**src/core/fault_flags_pkg.sv**
```systemverilog
// Purpose: constants and carrier types for the bus fault status flag block
// Assumes: 32-bit register port, byte addresses, one word per register
// Notes:   higher priority means a lower priority number
//
// Summary of operation
// - a deferred data error or a fetch error never writes the bus fault address register.
// - a deferred data error under a more urgent priority stays pending until allowed.
// - an exact fault before deferred handler entry leaves both flags set together.
// - an exact data error sets bit 9 and the stacked return pc is the faulting one.
// - an exact data error captures its data address into the bus fault address register, unless a deferred error or issued fetch fault shares its cycle.
// - a prefetch error sets bit 8 only when that instruction issues, never when discarded.
// - bit 7 is 1 only while the memfault capture address holds a valid address.
// - each flag resets to 0 and is cleared by software writing 1 to its bit.
// - the deferred data error flag sits at bit 10, write one to clear, reset zero.
package fault_flags_pkg;

   localparam int ADDR_W = 8;
   localparam int DATA_W = 32;
   localparam int PRIO_W = 8;
   localparam int SLOT_W = 2;
   localparam int SLOTS  = 4;
   localparam int NFLAG  = 4;

   // ----------------------------------------
   // register offsets
   // ----------------------------------------
   localparam logic [ADDR_W-1:0] OFS_FAULT_STAT = 8'h00;
   localparam logic [ADDR_W-1:0] OFS_BUS_ADDR   = 8'h04;
   localparam logic [ADDR_W-1:0] OFS_MM_ADDR    = 8'h08;
   localparam logic [ADDR_W-1:0] OFS_BF_PRIO    = 8'h0C;
   localparam logic [ADDR_W-1:0] OFS_INT_STAT   = 8'h10;
   localparam logic [ADDR_W-1:0] OFS_INT_MASK   = 8'h14;
   localparam logic [ADDR_W-1:0] OFS_PEND_STAT  = 8'h18;

   // ----------------------------------------
   // field positions in the fault status word
   // ----------------------------------------
   localparam int BIT_DEFERRED = 10;
   localparam int BIT_EXACT    = 9;
   localparam int BIT_IFETCH   = 8;
   localparam int BIT_MMVALID  = 7;

   // flag index inside the flag vector and the interrupt words
   localparam int IX_DEFERRED = 0;
   localparam int IX_EXACT    = 1;
   localparam int IX_IFETCH   = 2;
   localparam int IX_MMVALID  = 3;

   // ----------------------------------------
   // reset values
   // ----------------------------------------
   localparam logic [DATA_W-1:0] RST_WORD  = 32'h0000_0000;
   localparam logic [PRIO_W-1:0] RST_PRIO  = 8'h00;
   localparam logic [NFLAG-1:0]  RST_FLAGS = 4'h0;
   localparam logic [SLOTS-1:0]  RST_SLOTS = 4'h0;

   // ----------------------------------------
   // carrier types
   // ----------------------------------------
   typedef struct packed {
      logic              deferred;
      logic              exact;
      logic [DATA_W-1:0] exact_addr;
      logic [DATA_W-1:0] exact_pc;
      logic              mm_fault;
      logic [DATA_W-1:0] mm_addr;
   } data_fault_t;

   typedef struct packed {
      logic              fetch_err;
      logic [SLOT_W-1:0] fetch_slot;
      logic              issue;
      logic [SLOT_W-1:0] issue_slot;
      logic              discard;
   } fetch_evt_t;

endpackage

```
**src/core/bus_fault_status_flags.sv**
```systemverilog
// Purpose: bus fault status flags, address captures and deferred fault pending
// Assumes: fault events arrive from core logic on clk_in, no synchronisers needed
// Notes:   registers are reached by a plain strobe port, read data one cycle later
//
// Local design decisions: strobed register access and the placing of the registers.
`timescale 1ns/10ps
`default_nettype none
module bus_fault_status_flags
   import fault_flags_pkg::*;
(
   input  wire logic              clk_in,
   input  wire logic              rst_n_in,
   // register port
   input  wire logic [ADDR_W-1:0] addr_in,
   input  wire logic [DATA_W-1:0] wdata_in,
   input  wire logic              wr_in,
   input  wire logic              rd_in,
   output logic [DATA_W-1:0]      rdata_out,
   // fault events
   input  wire data_fault_t       data_in,
   input  wire fetch_evt_t        fetch_in,
   input  wire logic [PRIO_W-1:0] exec_prio_in,
   input  wire logic              bf_handler_entry_in,
   // processor side results
   output logic                   bf_take_out,
   output logic                   bf_pending_out,
   output logic [DATA_W-1:0]      stacked_pc_out,
   output logic                   irq_out
);

   // ----------------------------------------
   // helpers
   // ----------------------------------------
   function automatic logic hit(
      input logic [ADDR_W-1:0] a,
      input logic [ADDR_W-1:0] ofs
   );
      hit = (a == ofs);
   endfunction

   // flag vector order differs from bit order, so both directions go through one place
   function automatic logic [DATA_W-1:0] pack_flags(
      input logic [NFLAG-1:0] f
   );
      logic [DATA_W-1:0] w;
      w = RST_WORD;
      w[BIT_DEFERRED] = f[IX_DEFERRED];
      w[BIT_EXACT]    = f[IX_EXACT];
      w[BIT_IFETCH]   = f[IX_IFETCH];
      w[BIT_MMVALID]  = f[IX_MMVALID];
      pack_flags = w;
   endfunction

   function automatic logic [NFLAG-1:0] unpack_flags(
      input logic [DATA_W-1:0] w
   );
      logic [NFLAG-1:0] f;
      f = RST_FLAGS;
      f[IX_DEFERRED] = w[BIT_DEFERRED];
      f[IX_EXACT]    = w[BIT_EXACT];
      f[IX_IFETCH]   = w[BIT_IFETCH];
      f[IX_MMVALID]  = w[BIT_MMVALID];
      unpack_flags = f;
   endfunction

   // ----------------------------------------
   // declarations
   // ----------------------------------------
   typedef enum logic [0:0] {
      PEND_IDLE = 1'b0,
      PEND_WAIT = 1'b1
   } pend_state_t;

   logic              wr_stat;
   logic              wr_prio;
   logic              wr_mask;
   logic              rd_int;
   logic [NFLAG-1:0]  clr_vec;
   logic [NFLAG-1:0]  set_vec;
   logic [NFLAG-1:0]  flags;
   logic              ifetch_set;
   logic              exact_set;
   logic              deferred_set;
   logic              mm_set;
   logic              addr_wr_ok;
   logic [DATA_W-1:0] bus_fault_address_reg_r;
   logic [DATA_W-1:0] memfault_capture_address_r;
   logic [DATA_W-1:0] stacked_pc_r;
   logic [PRIO_W-1:0] bf_prio_r;
   pend_state_t       pend_r;
   pend_state_t       pend_nxt;
   logic              take_ok;
   logic [NFLAG-1:0]  int_stat_r;
   logic [NFLAG-1:0]  int_stat_nxt;
   logic [NFLAG-1:0]  int_mask_r;
   logic [DATA_W-1:0] rdata_r;
   logic [DATA_W-1:0] rdata_nxt;

   // ----------------------------------------
   // register decode
   // ----------------------------------------
   // read-only offsets have no write decode, so writes there fall away
   assign wr_stat = wr_in & hit(addr_in, OFS_FAULT_STAT);
   assign wr_prio = wr_in & hit(addr_in, OFS_BF_PRIO);
   assign wr_mask = wr_in & hit(addr_in, OFS_INT_MASK);
   assign rd_int  = rd_in & hit(addr_in, OFS_INT_STAT);

   always_comb begin
      clr_vec = RST_FLAGS;
      if (wr_stat) begin
         clr_vec = unpack_flags(wdata_in);
      end
   end

   // ----------------------------------------
   // event qualification
   // ----------------------------------------
   // events come from core logic on this clock, so they need no synchronisers
   assign deferred_set = data_in.deferred;
   assign exact_set    = data_in.exact;
   assign mm_set       = data_in.mm_fault;

   // the tracker forgets marks on a flush, so only issued faults reach the flag
   prefetch_fault_track u_fetch (
      .clk_in          (clk_in),
      .rst_n_in        (rst_n_in),
      .evt_in          (fetch_in),
      .issue_fault_out (ifetch_set)
   );

   always_comb begin
      set_vec = RST_FLAGS;
      set_vec[IX_DEFERRED] = deferred_set;
      set_vec[IX_EXACT]    = exact_set;
      set_vec[IX_IFETCH]   = ifetch_set;
      set_vec[IX_MMVALID]  = mm_set;
   end

   // ----------------------------------------
   // status flags
   // ----------------------------------------
   // flags set independently
   w1c_flag u_flag_deferred (
      .clk_in   (clk_in),
      .rst_n_in (rst_n_in),
      .set_in   (set_vec[IX_DEFERRED]),
      .clr_in   (clr_vec[IX_DEFERRED]),
      .flag_out (flags[IX_DEFERRED])
   );

   w1c_flag u_flag_exact (
      .clk_in   (clk_in),
      .rst_n_in (rst_n_in),
      .set_in   (set_vec[IX_EXACT]),
      .clr_in   (clr_vec[IX_EXACT]),
      .flag_out (flags[IX_EXACT])
   );

   w1c_flag u_flag_ifetch (
      .clk_in   (clk_in),
      .rst_n_in (rst_n_in),
      .set_in   (set_vec[IX_IFETCH]),
      .clr_in   (clr_vec[IX_IFETCH]),
      .flag_out (flags[IX_IFETCH])
   );

   w1c_flag u_flag_mmvalid (
      .clk_in   (clk_in),
      .rst_n_in (rst_n_in),
      .set_in   (set_vec[IX_MMVALID]),
      .clr_in   (clr_vec[IX_MMVALID]),
      .flag_out (flags[IX_MMVALID])
   );

   // ----------------------------------------
   // address captures
   // ----------------------------------------
   // no write on deferred or fetch
   assign addr_wr_ok = exact_set & ~deferred_set & ~ifetch_set;

   always_ff @(posedge clk_in or negedge rst_n_in) begin
      if (!rst_n_in) begin
         bus_fault_address_reg_r <= RST_WORD;
      end else if (addr_wr_ok) begin
         bus_fault_address_reg_r <= data_in.exact_addr;
      end
   end

   // the pc follows every exact error, the address capture only a lone one
   // stack faulting pc
   always_ff @(posedge clk_in or negedge rst_n_in) begin
      if (!rst_n_in) begin
         stacked_pc_r <= RST_WORD;
      end else if (exact_set) begin
         stacked_pc_r <= data_in.exact_pc;
      end
   end

   always_ff @(posedge clk_in or negedge rst_n_in) begin
      if (!rst_n_in) begin
         memfault_capture_address_r <= RST_WORD;
      end else if (mm_set) begin
         memfault_capture_address_r <= data_in.mm_addr;
      end
   end

   // ----------------------------------------
   // deferred fault pending
   // ----------------------------------------
   // only the low byte holds the priority, the rest of the write falls away
   always_ff @(posedge clk_in or negedge rst_n_in) begin
      if (!rst_n_in) begin
         bf_prio_r <= RST_PRIO;
      end else if (wr_prio) begin
         bf_prio_r <= wdata_in[PRIO_W-1:0];
      end
   end

   // a lower number is more urgent, so a larger current number lets the fault in
   // wait for priority
   assign take_ok = (pend_r == PEND_WAIT) & (exec_prio_in > bf_prio_r);

   always_comb begin
      pend_nxt = pend_r;
      unique case (pend_r)
         PEND_IDLE: begin
            if (deferred_set) begin
               pend_nxt = PEND_WAIT;
            end
         end
         PEND_WAIT: begin
            // a new error in the leaving cycle keeps the fault pending
            if ((take_ok | bf_handler_entry_in) & ~deferred_set) begin
               pend_nxt = PEND_IDLE;
            end
         end
      endcase
   end

   always_ff @(posedge clk_in or negedge rst_n_in) begin
      if (!rst_n_in) begin
         pend_r <= PEND_IDLE;
      end else begin
         pend_r <= pend_nxt;
      end
   end

   // ----------------------------------------
   // interrupt status and mask
   // ----------------------------------------
   // one status bit per flag, in flag vector order
   // read clears, but a new event in that cycle survives
   always_comb begin
      int_stat_nxt = int_stat_r;
      if (rd_int) begin
         int_stat_nxt = RST_FLAGS;
      end
      int_stat_nxt = int_stat_nxt | set_vec;
   end

   always_ff @(posedge clk_in or negedge rst_n_in) begin
      if (!rst_n_in) begin
         int_stat_r <= RST_FLAGS;
      end else begin
         int_stat_r <= int_stat_nxt;
      end
   end

   // the mask only gates the output, status still records masked events
   always_ff @(posedge clk_in or negedge rst_n_in) begin
      if (!rst_n_in) begin
         int_mask_r <= RST_FLAGS;
      end else if (wr_mask) begin
         int_mask_r <= wdata_in[NFLAG-1:0];
      end
   end

   // ----------------------------------------
   // read path
   // ----------------------------------------
   // data stand for one cycle only, then fall back to zero
   always_comb begin
      rdata_nxt = RST_WORD;
      if (rd_in) begin
         unique case (addr_in)
            OFS_FAULT_STAT: begin
               rdata_nxt = pack_flags(flags);
            end
            OFS_BUS_ADDR: begin
               rdata_nxt = bus_fault_address_reg_r;
            end
            OFS_MM_ADDR: begin
               rdata_nxt = memfault_capture_address_r;
            end
            OFS_BF_PRIO: begin
               rdata_nxt[PRIO_W-1:0] = bf_prio_r;
            end
            OFS_INT_STAT: begin
               rdata_nxt[NFLAG-1:0] = int_stat_r;
            end
            OFS_INT_MASK: begin
               rdata_nxt[NFLAG-1:0] = int_mask_r;
            end
            OFS_PEND_STAT: begin
               rdata_nxt[0] = (pend_r == PEND_WAIT);
            end
            // unmapped addresses read as zero
            default: begin
               rdata_nxt = RST_WORD;
            end
         endcase
      end
   end

   always_ff @(posedge clk_in or negedge rst_n_in) begin
      if (!rst_n_in) begin
         rdata_r <= RST_WORD;
      end else begin
         rdata_r <= rdata_nxt;
      end
   end

   // ----------------------------------------
   // outputs
   // ----------------------------------------
   assign rdata_out      = rdata_r;
   assign stacked_pc_out = stacked_pc_r;
   assign bf_pending_out = (pend_r == PEND_WAIT);
   assign bf_take_out    = take_ok;
   // irq comes from flops only, so register port inputs cannot glitch it
   assign irq_out        = |(int_stat_r & int_mask_r);

endmodule
`default_nettype wire

```
**src/core/w1c_flag.sv**
```systemverilog
// Purpose: one sticky status flag, set by hardware, cleared by writing 1
// Assumes: set and clear come from logic on the same clock
// Notes:   set wins over a clear in the same cycle
`timescale 1ns/10ps
`default_nettype none
module w1c_flag (
   input  wire logic clk_in,
   input  wire logic rst_n_in,
   input  wire logic set_in,
   input  wire logic clr_in,
   output var  logic flag_out
);

   always_ff @(posedge clk_in or negedge rst_n_in) begin
      if (!rst_n_in) begin
         flag_out <= 1'b0;
      end else if (set_in) begin
         flag_out <= 1'b1;
      end else if (clr_in) begin
         flag_out <= 1'b0;
      end
   end

endmodule
`default_nettype wire

```
**src/core/prefetch_fault_track.sv**
```systemverilog
// Purpose: marks prefetch slots whose fetch failed on the bus
// Assumes: slots are indexed by the fetch unit
// Notes:   a flush forgets every mark, so discarded fetches never fault
`timescale 1ns/10ps
`default_nettype none
module prefetch_fault_track
   import fault_flags_pkg::*;
(
   input  wire logic       clk_in,
   input  wire logic       rst_n_in,
   input  wire fetch_evt_t evt_in,
   output logic            issue_fault_out
);

   logic [SLOTS-1:0] bad_r;
   logic [SLOTS-1:0] bad_nxt;

   always_comb begin
      bad_nxt = bad_r;
      if (evt_in.issue) begin
         bad_nxt[evt_in.issue_slot] = 1'b0;
      end
      if (evt_in.fetch_err) begin
         bad_nxt[evt_in.fetch_slot] = 1'b1;
      end
      if (evt_in.discard) begin
         bad_nxt = RST_SLOTS;
      end
   end

   always_ff @(posedge clk_in or negedge rst_n_in) begin
      if (!rst_n_in) begin
         bad_r <= RST_SLOTS;
      end else begin
         bad_r <= bad_nxt;
      end
   end

   assign issue_fault_out = evt_in.issue & bad_r[evt_in.issue_slot] & ~evt_in.discard;

endmodule
`default_nettype wire

```
**config.mk**
```make
export PLATFORM = sky130hd
export DESIGN_NAME = bus_fault_status_flags
export DESIGN_NICKNAME = d
export VERILOG_FILES = /design/src/core/fault_flags_pkg.sv /design/src/core/bus_fault_status_flags.sv /design/src/core/w1c_flag.sv /design/src/core/prefetch_fault_track.sv
export SDC_FILE = /design/constraint.sdc
export NUM_CORES = 1
export LEC_CHECK = 0
export BUFFER_PORTS_ARGS = -buffer_cell sky130_fd_sc_hd__clkbuf_2
export CAP_MARGIN = 25
export CORE_UTILIZATION = 50
export CTS_CLUSTER_SIZE = 28
export DETAILED_ROUTE_END_ITERATION = 7
export PLACE_DENSITY = 0.77
export SLEW_MARGIN = 20
export SYNTH_ARGS = -nofsm -noshare
export SYNTH_HDL_FRONTEND = slang
export SYNTH_SLANG_ARGS = --single-unit
```
**constraint.sdc**
```tcl
create_clock -name clk_in -period 5.06 [get_ports clk_in]
set_clock_uncertainty 0.2 [all_clocks]
set_input_delay 0 -clock clk_in [delete_from_list [all_inputs] [get_ports clk_in]]
set_output_delay 0 -clock clk_in [all_outputs]
set_load 0.02 [all_outputs]
```
* Yosys cells after proc, flatten, opt, wreduce, memory -nomap -nowiden
Index checks and enable logic that the tools add are counted.
** Storage, ports and cells
- Bits in registers :: 153
- Output and inout port bits :: 67
- Logic and storage cells :: 79
** Operators by class
- Magnitude comparators :: 5
- Equality and inequality tests :: 6
- Muxes and demuxes :: 27
- Bitwise gates (word level) :: 20
- Reduce and logical (&&, ||, !) cells :: 8
** Operators by type and width (number)
- $pmux W24 S3 :: 1
- $mux W32 :: 1
- $eq A8 B5 Y1 const B :: 3
- $mux W4 :: 5
- $eq A8 B4 Y1 const B :: 2
- $pmux W4 S4 :: 1
- $pmux W3 S5 :: 1
- $mux W1 :: 13
- $and A1 B1 Y1 :: 10
- $and A4 B4 Y4 :: 2
- $eq A8 B3 Y1 const B :: 1
- $gt A8 B8 Y1 :: 1
- $logic_not A8 Y1 :: 1
- $or A4 B4 Y4 :: 2
- $reduce_bool A2 Y1 :: 4
- $lt A2 B3 Y1 const B :: 2
- $pmux W1 S6 :: 1
- $demux W1 S2 :: 2
- $ge A2 B1 Y1 const B :: 2
- $not A1 Y1 :: 4
- $not A4 Y4 :: 1
- $reduce_or A4 Y1 :: 1
- $bmux W1 S2 :: 1
- $logic_and A1 B1 Y1 :: 2
- 2 further kinds :: 2

* Depth between registers and ports, before layout
Gate-level depths: netlist of the first run.
- Word-level depth :: 10
- Depth in mapped cells :: 6
- Mapped depth without buffers :: 6

* By module
Synthesis of the first run repeated with hierarchy kept, for this count alone.
** Unflattened totals
- Cells, all modules :: 473
- Area total of the unflattened synthesis :: 6416.2 sq um
** By module, submodules not included
- bus_fault_status_flags :: times used 1, cells an instance 438, area each 6029.5 sq um, sequential area each 3628.5 sq um
- prefetch_fault_track :: times used 1, cells an instance 23, area each 241.5 sq um, sequential area each 100.1 sq um
- w1c_flag :: times used 4, cells an instance 3, area each 36.3 sq um, sequential area each 25.0 sq um

* Least setup slack after synthesis of the first run
OpenSTA, ideal clock, no wires.
- Path kind :: reg2reg
- Start point :: register bf_prio_r[6]
- End point :: register pend_r (netlist: bf_pending_out)
- Setup time :: 0.083 ns
- Arrival time :: 1.601 ns
- Data required time :: 4.777 ns
- Path slack :: 3.177 ns
- Stages on the path, launching flop included :: 7
- Period minus slack after synthesis :: 1.883 ns
- Path through :: dfrtp_1 -> inv_1 -> ha_1 -> a21oi_1 -> a21boi_0 -> or4b_2 -> o21ai_0
** On the way
- Cells in the longest elaborated chain, start to end :: 6
** RTL lines
- start: declaration :: line bus_fault_status_flags.sv:89 : logic [PRIO_W-1:0] bf_prio_r;
- start signal: assignment :: line bus_fault_status_flags.sv:215 : bf_prio_r <= wdata_in[PRIO_W-1:0];
- $gt A8 B8 Y1 :: line bus_fault_status_flags.sv:221 : assign take_ok = (pend_r == PEND_WAIT) & (exec_prio_in > bf_prio_r);
- $and A1 B1 Y1 :: line bus_fault_status_flags.sv:221
- $or A1 B1 Y1 :: line bus_fault_status_flags.sv:233 : if ((take_ok | bf_handler_entry_in) & ~deferred_set) begin
- $and A1 B1 Y1 :: line bus_fault_status_flags.sv:233
- $mux W1 :: line bus_fault_status_flags.sv:233
- $pmux W1 S2 :: line bus_fault_status_flags.sv:225 : unique case (pend_r)
- net pend_nxt :: line bus_fault_status_flags.sv:91 : pend_state_t pend_nxt;
- end signal: assignment :: line bus_fault_status_flags.sv:244 : pend_r <= pend_nxt;
- end: declaration :: line bus_fault_status_flags.sv:90 : pend_state_t pend_r;
The timed path passes the listed nets, and every way through them passes these cells.
A chain may end at the register's enable or synchronous reset.

* Final worst setup path of the first run
- Start point :: input addr_in[6]
- End point :: register u_flag_exact.flag_out
** On the way
- Cells in the longest elaborated chain, start to end :: 4
** RTL lines
- start: declaration :: line bus_fault_status_flags.sv:14 : input wire logic [ADDR_W-1:0] addr_in,
- $logic_not A8 Y1 :: line bus_fault_status_flags.sv:38 : hit = (a == ofs);
- $and A1 B1 Y1 :: line bus_fault_status_flags.sv:103 : assign wr_stat = wr_in & hit(addr_in, OFS_FAULT_STAT);
- $mux W4 :: line bus_fault_status_flags.sv:110 : if (wr_stat) begin
- $reduce_bool A2 Y1 (no line)
- end signal: assignment :: line w1c_flag.sv:16 : flag_out <= 1'b0;
- end signal: assignment :: line w1c_flag.sv:18 : flag_out <= 1'b1;
- end signal: assignment :: line w1c_flag.sv:20 : flag_out <= 1'b0;
- end: declaration :: line w1c_flag.sv:11 : output var logic flag_out
Every way passes these cells.

==> results.ini, run 1 <==
[outcome]
status=complete, no violations

[worst_setup_path]
cp.arrival_ns=3.61
critPathLaunch=addr_in[6]
reg2reg_slack_ns=1.71
worstPathCellList=dlygate4sd3_1 -> clkbuf_2 -> or4_4 -> dlygate4sd3_1 -> nor4_2 -> dlygate4sd3_1 -> nand2_1 -> a21o_1 -> dlygate4sd3_1
worst-path-max-fanout=5
reg2reg_depth=8
cp-end-kind=register
worstSetupPathType=in -> reg
crit-reg2reg-capture=bf_pending_out$_DFF_PN0_
rr_startpoint=bf_prio_r[6]$_DFFE_PN0P_
cpMostUsedCell=dlygate4sd3_1
cp-start-kind=primary input
critPathMaxStageDelay_ns=0.69
cp.depth=9
cp_top_family=buffers and inverters
path_buf_inv=5
crit_end=u_flag_exact.flag_out$_DFFE_PN0P_
slowest_stage=dlygate4sd3_1
required_ns=5.16

[logic_synthesis]
yosys_warnings=0
synth_seq_cells=153
synth_compound_area_frac=0.07405
async_flop_share=1.000
synthXorXnorAreaFrac=0
syn-cell-area_um2=6404
synth.area.mux_share=0.2020
synth.net_count=639
synth-seq-area-share=0.5979
syn_avg_cell_area_um2=13.57
synth_edf_count=0
yosys.area_share.adder=0.01563
ys.flop_type=dfrtp_1
synthSimpleGateAreaFrac=0.08441
syn-instance-count=472
synth_top_family_by_area=multiplexers
synth_cell_types=46

[global_routing]
grtUsageTotal=0.2936
use_met2=0.5233
overflow=0
grt_use_met1=0.3425
antenna_found_initial=0
use_met3=0.08224
grt_max_degree=97
grt-busiest-layer=met2
grt_pass1_wl_um=29060
grt_pass1_vias=5829

[final_layout]
antenna_cells=0
instances_no_fill=1006
area_growth_syn_to_layout_pct=51.60
fill_cells=676
drive_gt1_frac=0.4236
nets=992

[sta]
setup_violations=0
holdWs_ns=0.03751
finalMaxSlewViolations=0
tns_ns=0
finalHoldViolations=0
post-route-min-period_ns=3.512
rsz0062_at_grt=no
fmax_mhz=284.7
relSlewSlack=0.3355
worstMarginPinSlew_ns=0.9967
period_share=0.6941

[drt]
dr.pass1.iters=4
wl_um=18320
drtIter0Drc=418
vias_per_cell=5.199
ant_nets=0
wire_per_inst_um=18.21
vias=5230
drc=0

[floorplanning]
die-area_um2=13260
coreArea_um2=12260
rows=40
start_util=0.5222
die_w_um=115.2
die_y_um=115.2
io_pins=226

[clocking]
cts_htree_levels=4
clk_latency_ns=0.42
cts_setup_buffers=0
cts_buffers=17
cts_sinks=153
clock_path_buffers=2
cts_tree=done
cts-root-buf=clkbuf_16
path_clk_slew_ns=0.06

[job]
max-cap-violations=0

[min_path]
min_path_type=in -> async

[placed_design]
dp_cells=823
hpwl_um=10680
gp_routability_congestion=0.8028
io_buffers=204

[power]
peakVddDrop_mv=0.2364
p_per_area_nw_per_um2=325.3
p_leak_nw=4.474

==> metrics by stage <==
stage          setup slack [ns]  cell area [um2]  utilization  power (W)
5_1_grt                   1.479             9708       0.7917   0.003272
2_1_floorplan             3.177             6404            -   0.001597
3_3_place_gp              2.799             7550       0.6157   0.001736
6_report                  1.548             9708       0.7917   0.003158
4_1_cts                   1.565             9708       0.7917   0.003159
3_5_place_dp              2.963             7577       0.6180   0.001759
==> registers in the layout (all words and copies together) (netlist names) <==
register / flops
bf_pending_out: 1
bf_prio_r: 8
bus_fault_address_reg_r: 32
int_mask_r: 4
int_stat_r: 4
memfault_capture_address_r: 32
rdata_out: 32
stacked_pc_out: 32
u_fetch.bad_r: 4
u_flag_deferred.flag_out: 1
u_flag_exact.flag_out: 1
u_flag_ifetch.flag_out: 1
u_flag_mmvalid.flag_out: 1
==> worst min path at each step <==
stage,from,cells past startpoint,slack [ns],end
3_5_place_dp,rst_n_in,1,-0.06,stacked_pc_out[1]$_DFFE_PN0P_
5_1_grt,fetch_in[3],5,0.11,int_stat_r[2]$_DFF_PN0_
2_1_floorplan,rst_n_in,0,-0.50,bf_pending_out$_DFF_PN0_
6_report,rst_n_in,2,0.04,stacked_pc_out[1]$_DFFE_PN0P_
4_1_cts,rst_n_in,2,0.06,stacked_pc_out[1]$_DFFE_PN0P_
3_3_place_gp,rst_n_in,1,-0.07,stacked_pc_out[0]$_DFFE_PN0P_
==> cells in the final DEF (no fill, tap or decap), types with 4 or more instances in the layout <==
cell	instances
buf_4	4
a21o_1	8
nand3b_1	4
o211ai_1	4
clkbuf_8	5
nor2b_1	4
nor2_1	34
a21oi_1	9
nand2_1	17
clkbuf_1	4
o21ai_0	10
clkbuf_16	17
mux2i_1	10
ha_1	8
nand3_1	9
dlygate4sd3_1	151
a22oi_1	26
mux2_2	104
clkbuf_2	203
inv_1	9
dfrtp_1	153
==> logic make-up (layout without fill, tap and decap cells) <==
kind of cell	count (synthesis)	count (layout)
muxes	115	115
and+or+nand+nor	93	93
buffers and inverters	35	401
adders and majority gates	8	8
DFF	153	153
AOI/OAI and AO/OA	68	68
==> power breakdown <==
group          leakage [nW]  switching (W)  total, W  internal, W
clock network         0.297       0.000472   0.00131     0.000841
logic                  2.33       0.000203  0.000451     0.000248
registers              1.84      0.0000634   0.00139      0.00133
total                  4.47       0.000739   0.00316      0.00242
==> worst register-to-register path: stages, from the launching register on <==
cell           delay (ns)
dfrtp_1              0.37
inv_1                0.07
ha_1                 0.32
a21oi_1              0.18
a21boi_0             0.16
or4b_2               0.62
dlygate4sd3_1        0.58
o21ai_0              0.21
dlygate4sd3_1        0.59
==> layer usage <==
layer  wire, um  part of all wire
met2       9713              0.53
met4        285             0.016
met3       1150             0.063
met1       7166              0.39
met5          0                 0
==> synth_stat cells, types with 2 or more instances <==
cell	number	area share
nor2_2	2	0.0020
nor4b_4	2	0.0074
a22oi_1	26	0.030
mux2_2	104	0.18
a21o_1	8	0.0094
a32oi_1	2	0.0027
ha_1	8	0.016
inv_1	9	0.0053
dfrtp_1	153	0.60
mux2i_1	10	0.016
nor2b_1	4	0.0039
nand3b_1	4	0.0047
a21oi_1	9	0.0070
nor2_1	34	0.020
buf_6	3	0.0053
nor3_1	2	0.0016
nand2b_1	2	0.0020
clkbuf_1	8	0.0047
nor4_4	2	0.0066
o211ai_1	4	0.0047
nand3_1	9	0.0070
buf_1	5	0.0029
buf_2	10	0.0078
o21ai_0	10	0.0078
a32o_1	3	0.0047
nand4_1	3	0.0029
nand2_1	17	0.010
==> layout make-up <==
type                       instances  area, um2  area share
clock inverter                     6      110.1     0.01134
tap                              168      210.2     0.02165
inverter                           9      33.78    0.003480
multi-input combinational        284       2420      0.2493
timing repair buffer             360       2596      0.2674
sequential                       153       3829      0.3944
clock buffer                      26      509.2     0.05246
==> what timing repair did <==
| item | CTS | global route |
|---|---|---|
| hold buffers | 151 | 0 |
| hold endpoints to repair | 227 | 0 |
| gates resized for setup | 0 | 0 |
(Power assumes the default switching activity.)
==> inputs of run 2 (changes only) <==
- clock period: 5.06 -> 3.5 ns (I/O delays scaled with it)
==> results.ini, run 2 (synthesis gave the netlist of run 1 again) <==
[power]
comb_power_share=0.151  ; +0.008
peakVddDrop_mv=0.3811  ; +61%
seqPwrFrac=0.454  ; +0.013
clockPowerShare=0.395  ; -0.021
intPower_w=0.003369  ; +39%
p_per_area_nw_per_um2=456.6  ; +40%
p_sw_w=0.001071  ; +45%
p_leak_nw=4.474  ; about the same
p_sw_frac=0.2412  ; +0.007096

[worst_setup_path]
path_buf_inv=3  ; -2
worstSetupPathType=reg -> reg
worst-path-max-fanout=3  ; -2
reg2reg_depth=8  ; unchanged
cpMostUsedCell=dlygate4sd3_1
cp_top_family=buffers and inverters
slowest_stage=or4b_2
required_ns=3.66  ; -1.50 ns
cp.depth=8  ; -1
cp.arrival_ns=3.43  ; -0.18 ns
cp-end-kind=register
worstPathCellList=inv_1 -> ha_1 -> a21oi_1 -> a21boi_0 -> or4b_2 -> dlygate4sd3_1 -> o21ai_0 -> dlygate4sd3_1
critPathMaxStageDelay_ns=0.64  ; -0.05 ns
cp-start-kind=register

[final_layout]
drive_gt1_frac=0.4199  ; -0.003699
area.sequential_um2=3829  ; unchanged
fill_cells=672  ; -0.59%
mostFrequentLayoutCell=clkbuf_2
final_cell_mix=203 x clkbuf_2, 158 x dlygate4sd3_1, 153 x dfrtp_1
area_growth_syn_to_layout_pct=51.86
final_util=0.7931  ; +0.001326
multi_input_area_um2=2429  ; +0.36%
nets=999  ; +0.71%

[drt]
vias=5283  ; +1.0%
drtIter0Drc=375  ; -10%
vias_per_cell=5.220  ; +0.41%
ant_nets=0  ; unchanged
drc=0  ; unchanged
dr.pass1.iters=4  ; unchanged
wl_um=18140  ; -0.94%
wire_per_inst_um=17.93  ; -1.5%

[sta]
tns_ns=0  ; unchanged
relSlewSlack=0.3537  ; +0.01822
post-route-min-period_ns=3.268
rsz0062_at_grt=no
worstMarginPinSlew_ns=0.9694  ; -0.02733 ns
setup_violations=0  ; unchanged
fmax_mhz=306.0
finalHoldViolations=0  ; unchanged
period_share=0.9339
finalMaxSlewViolations=0  ; unchanged

[floorplanning]
die-area_um2=13260  ; unchanged
io_pins=226  ; unchanged
start_util=0.5222  ; unchanged
die_y_um=115.2  ; unchanged
die_w_um=115.2  ; unchanged
rows=40  ; unchanged
coreArea_um2=12260  ; unchanged

[clocking]
cts_tree=done
cts_buffers=17  ; unchanged
clk_latency_ns=0.42  ; about the same
path_clk_slew_ns=0.06  ; about the same
clock_path_buffers=2  ; unchanged
cts_sinks=153  ; unchanged
cts_setup_buffers=0  ; unchanged
cts-root-buf=clkbuf_16
cts_htree_levels=4  ; unchanged

[outcome]
status=complete, no violations

[global_routing]
grt_max_degree=101  ; +4.1%
grt_pass1_wl_um=28500  ; -1.9%
antenna_found_initial=1  ; +1
overflow=0  ; unchanged
grt_pass1_vias=5722  ; -1.8%
grtUsageTotal=0.2918  ; -0.001775

[job]
max-cap-violations=0  ; unchanged

[placed_design]
io_buffers=204  ; unchanged
gp_routability_congestion=0.7984  ; -0.55%
hpwl_um=10650  ; -0.21%

[min_path]
min_path_type=in -> async

-- run 2: changes by cell type in the layout (fill, tap and decap cells not counted), sizes merged --
cell	delta
dlygate4sd3	+7
clkbuf	-4
diode	+1
bufinv	-1
clkinvlp	+1
clkinv	+2
-- run 2: final timing paths --
kind	slack [ns]	start	end
setup / recovery	0.23	bf_prio_r[6]$_DFFE_PN0P_	bf_pending_out$_DFF_PN0_
hold / removal	0.02	rst_n_in	stacked_pc_out[22]$_DFFE_PN0P_
setup reg to reg	0.23	bf_prio_r[6]$_DFFE_PN0P_	bf_pending_out$_DFF_PN0_
hold reg to reg	0.30	u_flag_mmvalid.flag_out$_DFFE_PN0P_	u_flag_mmvalid.flag_out$_DFFE_PN0P_
max in group asynchronous	2.27	rst_n_in	bus_fault_address_reg_r[18]$_DFFE_PN0P_
min in group clk_in	0.06	data_in[97]	u_flag_exact.flag_out$_DFFE_PN0P_
-- run 2: stage by stage --
stage / total power, W / worst slack [ns] / hold slack, ns / instances / cell area, um2
after floorplan: 0.002309 / 1.617 / -0.4956 / 472 / 6404
after global placement: 0.002513 / 1.424 / -0.05048 / 823 / 7570
after detailed placement: 0.002543 / 1.345 / -0.03555 / 823 / 7570
after CTS: 0.004439 / 0.01711 / 0.04060 / 1010 / 9703
after global routing: 0.004601 / 0.09493 / 0.06796 / 1012 / 9724
final: 0.004440 / 0.2315 / 0.02328 / 1012 / 9724
-- run 2: per-layer routing --
layer	up-vias	share of wire	routed length (um)	global-route usage
li1	2422	-	-	-
met1	2594	0.39	7072	0.3206
met2	220	0.52	9429	0.5185
met3	47	0.059	1075	0.08276
met4	0	0.031	566	0.1437
met5	-	0	0	0
-- run 2: cell type report --
cell class                      instances  area share
Sequential cell                       153      0.3937
Clock inverter                          8     0.01004
Antenna cell                            1   0.0002573
Timing Repair Buffer                  367      0.2734
Clock buffer                           22     0.04774
Multi-Input combinational cell        284      0.2497
Inverter                                9    0.003474
Tap cell                              168     0.02162
-- run 2: what timing repair did --
item                       CTS  global route
hold endpoints to repair   231             1
setup endpoints to repair    0             2
hold buffers               157             2
resized for setup            0             1
-- run 2: power groups by stage --
stage                     combinational, W  sequential (W)  clock, W
final                             0.000673         0.00201   0.00175
after global routing              0.000724         0.00203   0.00184
after CTS                         0.000655         0.00201   0.00178
after detailed placement          0.000507         0.00204         0
after global placement            0.000486         0.00203         0
after floorplan                   0.000248         0.00206         0
==> inputs of run 3 (changes only) <==
- BUFFER_PORTS_ARGS: -buffer_cell sky130_fd_sc_hd__clkbuf_2 -> -buffer_cell sky130_fd_sc_hd__buf_4
==> results.ini, run 3 <==
[logic_synthesis]
async_flop_share=1.000  ; unchanged
syn-instance-count=472  ; unchanged
synth.top_cell.area_share=0.5979  ; unchanged
ys.flop_type=dfrtp_1
synthTopCellsByArea=dfrtp_1 60%, mux2_2 18%, a22oi_1 3.0%
syn_avg_cell_area_um2=13.57  ; unchanged
synth.most_common_cell=dfrtp_1
synth_cell_types=46  ; unchanged
syn-cell-area_um2=6404  ; unchanged
synth_seq_cells=153  ; unchanged
synth-seq-area-share=0.5979  ; unchanged
synth.net_count=639  ; unchanged
synth_edf_count=0  ; unchanged
yosys_warnings=0  ; unchanged
yosysTopAreaCell=dfrtp_1
synth_common_cells=153 x dfrtp_1, 104 x mux2_2, 34 x nor2_1

[clocking]
cts_buffers=17  ; unchanged
clock_path_buffers=2  ; unchanged
cts_sinks=153  ; unchanged
cts_resized=0  ; unchanged
cts_setup_buffers=0  ; unchanged
cts_htree_levels=4  ; unchanged
hold_buffers=171  ; +8.9%
cts-root-buf=clkbuf_16

[floorplanning]
io_pins=226  ; unchanged
rows=40  ; unchanged
die_w_um=115.2  ; unchanged
die_y_um=115.2  ; unchanged
start_util=0.5222  ; unchanged

[placed_design]
io_buffers=204  ; unchanged
gp_routability_congestion=0.7943  ; -0.51%
place_ws_ns=1.336  ; -0.009750 ns
hpwl_um=11000  ; +3.2%
dp_cells=822  ; -0.12%

[outcome]
tool.error=[ERROR RSZ-0060] Max buffer count reached.
failing_step=clock tree synthesis (4_1_cts)
status=stopped before the end

## run 3: kinds of logic after synthesis
| logic type | Yosys count | synth area share |
|---|---|---|
| buffers and inverters | 35 | 0.02599 |
| flip-flops | 153 | 0.5979 |
| AND/OR/NAND/NOR | 93 | 0.08441 |
| multiplexers | 115 | 0.2020 |
| adder cells (fa/ha/maj) | 8 | 0.01563 |
| AO/OA/AOI/OAI | 68 | 0.07405 |
## run 3: metrics by stage
step / util / area, um2
after floorplan: - / 6404
after global placement: 0.6582 / 8070
after detailed placement: 0.6582 / 8070
==> inputs of run 4 (changes only) <==
- CORE_UTILIZATION: 50 -> 35
- CTS_CLUSTER_SIZE: 28 -> default
- PLACE_DENSITY: 0.77 -> default
- PLACE_DENSITY_LB_ADDON: default -> 0.15
==> results.ini, run 4 <==
[outcome]
status=stopped before the end
failing_step=clock tree synthesis (4_1_cts)
tool.error=[ERROR RSZ-0060] Max buffer count reached.

[clocking]
cts-root-buf=clkbuf_16
cts_sinks=153  ; unchanged
hold_buffers=184  ; +7.6%
cts_resized=0  ; unchanged
cts_buffers=17  ; unchanged
cts_htree_levels=4  ; unchanged
cts_setup_buffers=0  ; unchanged
clock_path_buffers=2  ; unchanged

[logic_synthesis]
yosysTopAreaCell=dfrtp_1
synth.most_common_cell=dfrtp_1
synth.top_cell.area_share=0.5979  ; unchanged
syn_avg_cell_area_um2=13.57  ; unchanged
synth_edf_count=0  ; unchanged
synthTopCellsByArea=dfrtp_1 60%, mux2_2 18%, a22oi_1 3.0%
synth-seq-area-share=0.5979  ; unchanged
syn-cell-area_um2=6404  ; unchanged
yosys_warnings=0  ; unchanged
synth.net_count=639  ; unchanged
syn-instance-count=472  ; unchanged
synth_seq_cells=153  ; unchanged
synth_common_cells=153 x dfrtp_1, 104 x mux2_2, 34 x nor2_1
async_flop_share=1.000  ; unchanged
synth_cell_types=46  ; unchanged
ys.flop_type=dfrtp_1

[floorplanning]
die_w_um=137.3  ; +19%
io_pins=226  ; unchanged
start_util=0.3565  ; -0.1658
die_y_um=137.3  ; +19%
rows=49  ; +23%

[placed_design]
hpwl_um=11270  ; +2.5%
io_buffers=204  ; unchanged
gp_routability_congestion=0.7900  ; -0.54%

run 4: cell counts after synthesis:
No cell type changed its count.
run 4: kinds of logic after synthesis:
kind of cell | synth area share
AOI/OAI and AO/OA | 0.07405
adders and majority gates | 0.01563
buffers and inverters | 0.02599
DFF | 0.5979
muxes | 0.2020
and+or+nand+nor | 0.08441
run 4: per-stage QoR:
step	utilization	std cells	worst slack (ns)	instance area, um2
floorplan	-	472	1.617	6404
global placement	0.4536	885	1.356	8149
detailed placement	0.4536	885	1.323	8149
